===== src/dcc_regs.svh =====
`ifndef DCC_REGS_SVH
`define DCC_REGS_SVH
`define CMD_FILL        8'h14
`define CMD_BLOCK_PROG  8'h15
`define CMD_CALIBRATE   8'h60
`define CMD_OFS_X       8'h61
`define CMD_OFS_Y       8'h62
`define CMD_OFS_Z       8'h63
`define DISP_COLS       76
`define DISP_BYTES      152
`define DISP_AW         8
`define BLOCK_BYTES     4'h8
`define BLOCK_SHIFT     3
`define CAL_LIMIT       3'h7
`define CAL_CNT_ERASED  3'h0
`define NUM_AXES        3
`endif


===== src/dcc_pkg.sv =====
package dcc_pkg;
    typedef enum logic [4:0] {
        ST_IDLE = 5'h01,
        ST_ARG  = 5'h02,
        ST_FILL = 5'h04,
        ST_PROG = 5'h08,
        ST_CAL  = 5'h10
    } dev_state_t;
    typedef enum logic [2:0] {
        H_IDLE = 3'h1,
        H_SEND = 3'h2,
        H_WAIT = 3'h4
    } host_state_t;
endpackage


===== src/dcc_if.sv =====
`timescale 1ns/1ps
interface dcc_if;
    logic       byte_vld;
    logic [7:0] byte_dat;
    logic       frame_start;
    logic       busy;
    modport device (input byte_vld, input byte_dat, input frame_start, output busy);
    modport host   (output byte_vld, output byte_dat, output frame_start, input busy);
endinterface


===== src/dcc_device.sv =====
`timescale 1ns/1ps
`include "dcc_regs.svh"
module dcc_device (
    input  wire logic        core_clk_i,
    input  wire logic        rst_i,
    dcc_if.device            link,
    input  wire logic [15:0] zero_g_x_i,
    input  wire logic [15:0] zero_g_y_i,
    input  wire logic [15:0] zero_g_z_i,
    input  wire logic [6:0]  col_sel_i,
    output logic [15:0]      col_word_o,
    output logic [15:0]      cal_x_o,
    output logic [15:0]      cal_y_o,
    output logic [15:0]      cal_z_o,
    output logic [2:0]       cal_full_o
);
    typedef struct packed {
        dcc_pkg::dev_state_t st;
        logic [7:0]          cmd;
        logic [3:0]          cnt;
        logic [7:0]          base;
        logic                skip;
        logic [7:0]          fill_adr;
        logic [7:0]          fill_val;
        logic [2:0][7:0]     ofs;
        logic                busy;
        logic [15:0]         col;
        logic [2:0][15:0]    cal_out;
        logic [2:0]          full;
    } dev_t;
    dev_t s_ff;
    dev_t nxt_s;

    // Nonvolatile store: no reset, so calibration survives reset and upgrade
    logic [7:0]       ram [0:`DISP_BYTES-1];
    logic [15:0]      nv_cal [0:`NUM_AXES-1];
    logic [2:0]       nv_cnt [0:`NUM_AXES-1] = '{default: `CAL_CNT_ERASED};
    wire  [2:0]       nv_room;
    wire  [15:0]      ofs_ext [0:`NUM_AXES-1];
    logic [2:0][15:0] zg;
    logic             wr_en;
    logic [7:0]       wr_adr;
    logic [7:0]       wr_dat;
    logic             cal_go;

    assign zg = {zero_g_z_i, zero_g_y_i, zero_g_x_i};

    always_comb begin
        nxt_s  = s_ff;
        wr_en  = 1'b0;
        wr_adr = 8'h00;
        wr_dat = 8'h00;
        cal_go = 1'b0;

        // Command state machine
        case (s_ff.st)
            dcc_pkg::ST_IDLE: begin
                if (link.byte_vld) begin
                    nxt_s.cmd = link.byte_dat;
                    nxt_s.cnt = 4'h0;
                    case (link.byte_dat)
                        `CMD_CALIBRATE: begin
                            nxt_s.st   = dcc_pkg::ST_CAL;
                            nxt_s.busy = 1'b1;
                        end
                        `CMD_FILL: begin
                            nxt_s.st = dcc_pkg::ST_ARG;
                        end
                        `CMD_BLOCK_PROG: begin
                            nxt_s.st = dcc_pkg::ST_ARG;
                        end
                        `CMD_OFS_X: begin
                            nxt_s.st = dcc_pkg::ST_ARG;
                        end
                        `CMD_OFS_Y: begin
                            nxt_s.st = dcc_pkg::ST_ARG;
                        end
                        `CMD_OFS_Z: begin
                            nxt_s.st = dcc_pkg::ST_ARG;
                        end
                        default: nxt_s.st = dcc_pkg::ST_IDLE;
                    endcase
                end
            end

            dcc_pkg::ST_ARG: begin
                if (link.frame_start) begin
                    nxt_s.st = dcc_pkg::ST_IDLE;
                end else if (link.byte_vld) begin
                    case (s_ff.cmd)
                        `CMD_FILL: begin
                            nxt_s.fill_val = link.byte_dat;
                            nxt_s.fill_adr = 8'h00;
                            nxt_s.busy     = 1'b1;
                            nxt_s.st       = dcc_pkg::ST_FILL;
                        end

                        `CMD_BLOCK_PROG: begin
                            nxt_s.base = {link.byte_dat[4:0], 3'h0};
                            nxt_s.skip = (link.byte_dat >
                                          8'((`DISP_BYTES >> `BLOCK_SHIFT) - 1));
                            nxt_s.cnt  = 4'h0;
                            nxt_s.st   = dcc_pkg::ST_PROG;
                        end

                        `CMD_OFS_X: begin
                            nxt_s.ofs[0] = link.byte_dat;
                            nxt_s.st     = dcc_pkg::ST_IDLE;
                        end

                        `CMD_OFS_Y: begin
                            nxt_s.ofs[1] = link.byte_dat;
                            nxt_s.st     = dcc_pkg::ST_IDLE;
                        end

                        `CMD_OFS_Z: begin
                            nxt_s.ofs[2] = link.byte_dat;
                            nxt_s.st     = dcc_pkg::ST_IDLE;
                        end

                        default: nxt_s.st = dcc_pkg::ST_IDLE;
                    endcase
                end
            end

            dcc_pkg::ST_FILL: begin
                wr_en  = 1'b1;
                wr_adr = s_ff.fill_adr;
                wr_dat = s_ff.fill_val;
                nxt_s.fill_adr = s_ff.fill_adr + 8'h01;
                if (s_ff.fill_adr == 8'(`DISP_BYTES - 1)) begin
                    nxt_s.busy = 1'b0;
                    nxt_s.st   = dcc_pkg::ST_IDLE;
                end
            end

            dcc_pkg::ST_PROG: begin
                if (link.frame_start) begin
                    nxt_s.st = dcc_pkg::ST_IDLE;
                end else if (link.byte_vld) begin
                    wr_en  = !s_ff.skip;
                    wr_adr = s_ff.base + {4'h0, s_ff.cnt};
                    wr_dat = link.byte_dat;
                    nxt_s.cnt = s_ff.cnt + 4'h1;
                    if (s_ff.cnt == `BLOCK_BYTES - 4'h1) begin
                        nxt_s.st = dcc_pkg::ST_IDLE;
                    end
                end
            end

            dcc_pkg::ST_CAL: begin
                cal_go     = 1'b1;
                nxt_s.busy = 1'b0;
                nxt_s.st   = dcc_pkg::ST_IDLE;
            end

            default: nxt_s.st = dcc_pkg::ST_IDLE;
        endcase

        nxt_s.col = {ram[{col_sel_i, 1'b1}], ram[{col_sel_i, 1'b0}]};
        for (int a = 0; a < `NUM_AXES; a++) begin
            nxt_s.cal_out[a] = nv_cal[a] + ofs_ext[a];
            nxt_s.full[a]    = !nv_room[a];
        end
    end

    // Display RAM write port
    always_ff @(posedge core_clk_i) begin
        if (wr_en && wr_adr < 8'(`DISP_BYTES)) begin
            ram[wr_adr] <= wr_dat;
        end
    end

    // Calibration store per axis
    genvar g;
    generate
        for (g = 0; g < `NUM_AXES; g++) begin : g_axis
            assign nv_room[g] = (nv_cnt[g] != `CAL_LIMIT);
            assign ofs_ext[g] = {{8{s_ff.ofs[g][7]}}, s_ff.ofs[g]};
            always_ff @(posedge core_clk_i) begin
                if (cal_go && nv_room[g]) begin
                    nv_cal[g] <= zg[g];
                    nv_cnt[g] <= nv_cnt[g] + 3'h1;
                end
            end
        end
    endgenerate

    // State register, reset clears offsets
    always_ff @(posedge core_clk_i or posedge rst_i) begin
        if (rst_i) begin
            s_ff <= '{st: dcc_pkg::ST_IDLE, cmd: 8'h00, cnt: 4'h0, base: 8'h00,
                      skip: 1'b0, fill_adr: 8'h00, fill_val: 8'h00,
                      ofs: 24'h0, busy: 1'b0, col: 16'h0000,
                      cal_out: 48'h0, full: 3'h0};
        end else begin
            s_ff <= nxt_s;
        end
    end

    // Registered outputs
    assign link.busy  = s_ff.busy;
    assign col_word_o = s_ff.col;
    assign cal_x_o    = s_ff.cal_out[0];
    assign cal_y_o    = s_ff.cal_out[1];
    assign cal_z_o    = s_ff.cal_out[2];
    assign cal_full_o = s_ff.full;
endmodule


===== src/flat_wrapper.sv =====
// flat-port wrapper written by rule: the top's interface ports become plain ports
module dcc_device_flat 
  (core_clk_i, rst_i, zero_g_x_i, zero_g_y_i, zero_g_z_i, col_sel_i, col_word_o, cal_x_o, cal_y_o, cal_z_o, cal_full_o, link_byte_vld, link_byte_dat, link_frame_start, link_busy);
  dcc_if link_i ();
  input  wire logic core_clk_i;
  input  wire logic rst_i;
  input  wire logic [15:0] zero_g_x_i;
  input  wire logic [15:0] zero_g_y_i;
  input  wire logic [15:0] zero_g_z_i;
  input  wire logic [6:0] col_sel_i;
  output logic [15:0] col_word_o;
  output logic [15:0] cal_x_o;
  output logic [15:0] cal_y_o;
  output logic [15:0] cal_z_o;
  output logic [2:0] cal_full_o;
  input wire logic [$bits(link_i.byte_vld)-1:0] link_byte_vld;
  input wire logic [$bits(link_i.byte_dat)-1:0] link_byte_dat;
  input wire logic [$bits(link_i.frame_start)-1:0] link_frame_start;
  output wire logic [$bits(link_i.busy)-1:0] link_busy;
  assign link_i.byte_vld = link_byte_vld;
  assign link_i.byte_dat = link_byte_dat;
  assign link_i.frame_start = link_frame_start;
  assign link_busy = link_i.busy;
  dcc_device u_core (.core_clk_i(core_clk_i), .rst_i(rst_i), .link(link_i), .zero_g_x_i(zero_g_x_i), .zero_g_y_i(zero_g_y_i), .zero_g_z_i(zero_g_z_i), .col_sel_i(col_sel_i), .col_word_o(col_word_o), .cal_x_o(cal_x_o), .cal_y_o(cal_y_o), .cal_z_o(cal_z_o), .cal_full_o(cal_full_o));
endmodule

===== config.mk =====
export PLATFORM = sky130hd
export DESIGN_NAME = dcc_device_flat
export DESIGN_NICKNAME = d
export VERILOG_FILES = /design/src/dcc_pkg.sv /design/src/dcc_if.sv /design/src/dcc_device.sv /design/src/flat_wrapper.sv
export VERILOG_INCLUDE_DIRS = /design/src
export SDC_FILE = /design/constraint.sdc
export NUM_CORES = 1
export LEC_CHECK = 0
export BUFFER_PORTS_ARGS = -buffer_cell sky130_fd_sc_hd__buf_4
export CORE_MARGIN = 3
export CORE_UTILIZATION = 50
export DETAILED_ROUTE_END_ITERATION = 12
export GPL_TIMING_DRIVEN = 1
export PLACE_DENSITY = 0.76
export SLEW_MARGIN = 20
export SYNTH_ARGS = -nofsm -noshare
export SYNTH_HDL_FRONTEND = slang
export SYNTH_SLANG_ARGS = --single-unit

===== constraint.sdc =====
create_clock -name core_clk_i -period 7.92 [get_ports core_clk_i]
set_input_delay 0.396 -clock core_clk_i [delete_from_list [all_inputs] [get_ports core_clk_i]]
set_output_delay 0.396 -clock core_clk_i [all_outputs]
set_load 0.005 [all_outputs]

==> impl_metrics.ini <==
[worst_setup_path]
reg2reg_to = u_core.ram[129][4]$_DFFE_PP_
slowest_stage = nor2_1
r2r_setup_slack_ns = 3.87
arrival_ns = 4.41
cp-start-kind = flop
crit_type = reg2reg
cp-end-kind = flop
crit_fanout = 32
crit_chain = or4b_4 -> nor2_8 -> a22oi_1 -> nor2b_1 -> nand2_2 -> nor2_1
worst_path_largest_cell_delay_ns = 0.75
reg2reg_depth = 6
crit_required_ns = 8.28
r2r_start = u_core.s_ff[130]$_DFFE_PP0P_

[floorplan]
io_pins = 135
start_util_pct = 50.7
dieArea_sq_mm = 0.117
die-height_microns = 343
core_sq_mm = 0.112
fp-row-count = 122
die_w_microns = 343

[global_routing]
grt_overflow = 0
grtUsageTotal_pct = 23.2
antenna_found_initial = 1
grt_pass1_vias = 30200
grt_pass1_wl_microns = 200000
grt_max_degree = 101

[final_layout]
multiInputGateArea_sq_mm = 0.0138
area_growth_pct = 12.6
final_layout_size_suffix_gt1_share_pct = 23.6
n_fill_cell = 7910
regArea_sq_mm = 0.0415
insertedDiodeCount = 0
nNetsFinal = 3261
layoutNonFillerInstCount = 4738

[cts]
cts_sinks = 1404
cts_max_path_buffers = 3
cts_tree = yes
cts_setup_buffers = 0
cts_resized = 0
h-tree-depth = 4
hold_buffers = 59
root_buffer = clkbuf_16
numCtsBuffers = 141
clk_latency_ns = 0.75
cts.clk_slew.worst_paths_ns = 0.06

[timing]
skew_ns = 0.0320
slew_headroom_pct = 19.4
worst_slew_pin_slew_ns = 1.21
period_share_pct = 51.1
finalMaxSlewViolations = 0
setup_violations = 0
final.min_clock_period_ns = 4.05
fmax_mhz = 247
hold_violations = 0
totalNegativeSetupSlack_ns = 0
rsz0062_at_grt = no
holdWs_ns = 0.0464

[synth]
syn-mean-instance-area_sq_um = 19.1
synth.top_cell.area_share_pct = 67.5
synth_cell_types = 83
ys_warn_count = 0
synth_edf_count = 1273
ys_seq_area_share_pct = 73.3
postSynthCellCount = 2972
synth_fp_nets = 3097
yosysTopAreaCell = edfxtp_1
ys_ff_latch = 1404
synth_ff_type = edfxtp_1
syn_area_sq_mm = 0.0566
synth_async_sr_flop_share_pct = 9.33
yosys-top-cells-area = edfxtp_1 68%, mux4_2 12%, dfrtp_1 5.7%

[routing]
drt-pass1-iter-count = 7
viasPerCell = 6.23
wl_microns = 134000
ant_nets = 0
drtIter0Drc = 3594
drc = 0
routedWlPerCell_microns = 28.3
num_vias = 29500

[flow_run]
max_cap_viol_count = 0

[placement]
dp.cells = 4422
place.gp.congestion = 0.903
port_buffers = 134
dp_hpwl_microns = 80300

[min_path]
min_delay_path_depth = 2
min_path_type = in2reg
holdPathEnd = u_core.ofs_ext[3]$_DFFE_PP0P_
hp-start = link_byte_dat[3]

[pwr]
powerDensity_mw_per_mm2 = 237
p_total_mw = 15.1
ir_drop_mv = 0.222
p_leak_nw = 19.5

[outcome]
status = completed
==> power breakdown <==
group	switching, mW	internal, mW
Combinational	0.295	0.225
Clock	2.80	3.74
Sequential	0.0410	7.99
==> sequential cells by signal, summed over array words and instances (netlist names) <==
| register | flops |
|---|---|
| u_core.ram | 1216 |
| u_core.nv_cal | 48 |
| u_core.s_ff | 39 |
| u_core.ofs_ext | 24 |
| col_word_o | 16 |
| u_core.cal_x_o | 16 |
| u_core.cal_y_o | 16 |
| u_core.cal_z_o | 16 |
| u_core.nv_cnt | 9 |
| u_core.cal_full_o | 3 |
| u_core.link.busy | 1 |
==> critical path: cells and delay by family (launching register included) <==
kind / cells / cell delay, ns
compound gates: 1 / 0.16
flops: 1 / 0.45
simple gates: 5 / 3.03
==> metrics by stage <==
| step | worst slack [ns] | cell area, sq um | utilization, % |
|---|---|---|---|
| detailed placement | 3.99 | 58600 | 52.5 |
| finish | 3.87 | 63700 | 57.1 |
| floorplan | 3.79 | 56600 | - |
| CTS | 3.99 | 63700 | 57.1 |
| global route | 3.75 | 63700 | 57.1 |
| global placement | 4.12 | 58600 | 52.5 |
==> synth_stat cells, types with 34 or more instances <==
| library cell | n |
|---|---|
| nand2_1 | 69 |
| clkbuf_1 | 48 |
| nor2b_1 | 36 |
| mux2_2 | 48 |
| nand3_1 | 38 |
| o21ai_0 | 68 |
| dfrtp_1 | 130 |
| a21oi_1 | 59 |
| a22oi_1 | 56 |
| xnor2_1 | 34 |
| mux4_2 | 295 |
| mux2i_1 | 48 |
| nor2_1 | 223 |
| buf_4 | 91 |
| ha_1 | 55 |
| edfxtp_1 | 1273 |
| buf_2 | 41 |
==> how the worst max path moves through the flow <==
| stage | start | slack (ns) | endpoint |
|---|---|---|---|
| global route | u_core.s_ff[130]$_DFFE_PP0P_ | 3.75 | u_core.ram[129][4]$_DFFE_PP_ |
| CTS | u_core.s_ff[130]$_DFFE_PP0P_ | 3.99 | u_core.ram[129][4]$_DFFE_PP_ |
| finish | u_core.s_ff[130]$_DFFE_PP0P_ | 3.87 | u_core.ram[129][4]$_DFFE_PP_ |
| detailed placement | u_core.s_ff[130]$_DFFE_PP0P_ | 3.99 | u_core.ram[129][1]$_DFFE_PP_ |
| floorplan | u_core.s_ff[130]$_DFFE_PP0P_ | 3.79 | u_core.ram[0][0]$_DFFE_PP_ |
| global placement | u_core.s_ff[130]$_DFFE_PP0P_ | 4.12 | u_core.ram[133][5]$_DFFE_PP_ |
==> cells by family (layout without fill, tap and decap cells) <==
family	count (synthesis)	count (layout)	share of synthesized area [%]
adders and majority gates	58	58	1.32
buffers and inverters	233	511	2.46
DFF	1404	1404	73.3
and+or+nand+nor	489	489	4.21
xor gates and xnor gates	47	47	0.727
muxes	396	396	13.8
AOI/OAI and AO/OA	345	345	4.20
==> layout make-up <==
| type | instances | share of cell area, % |
|---|---|---|
| multi-input cells | 1335 | 21.7 |
| inverters | 30 | 0.185 |
| flip-flops and latches | 1404 | 65.1 |
| repair buffers | 224 | 2.96 |
| clock inverters | 75 | 1.09 |
| well taps | 1488 | 2.92 |
| clock buffers | 182 | 6.06 |
==> per-layer routing <==
metal / GRT usage [%] / wire length [microns] / share of wire, %
met5: 0 / 0 / 0
met1: 31.7 / 51100 / 38
met4: 8.66 / 4910 / 3.7
met3: 5.97 / 13800 / 10
met2: 36.2 / 64100 / 48
==> cells in the final DEF (no fill, tap or decap), types with 7 or more instances in the layout <==
cell type / count
buf_4: 157
mux2_2: 48
bufinv_16: 8
o22ai_1: 7
a221oi_1: 13
nand4_1: 7
a211oi_1: 21
xnor2_1: 34
o211ai_1: 8
clkbuf_1: 31
nor3_1: 25
xor2_1: 13
mux4_2: 295
a31oi_1: 17
nand2_2: 21
nor2b_1: 34
edfxtp_1: 1273
and3_1: 10
o21ai_0: 68
a22o_4: 8
and2_1: 7
a21o_1: 24
clkinv_1: 24
nand3_1: 38
nand2_1: 69
inv_1: 29
mux2i_1: 48
dlygate4sd3_1: 59
ha_1: 55
a21oi_1: 59
dfrtp_1: 130
a22oi_1: 56
o21a_1: 7
clkinv_2: 23
o221ai_1: 16
clkbuf_16: 148
nor2_1: 222
nand2b_1: 10
nor4_1: 7
(Power assumes the default switching activity.)
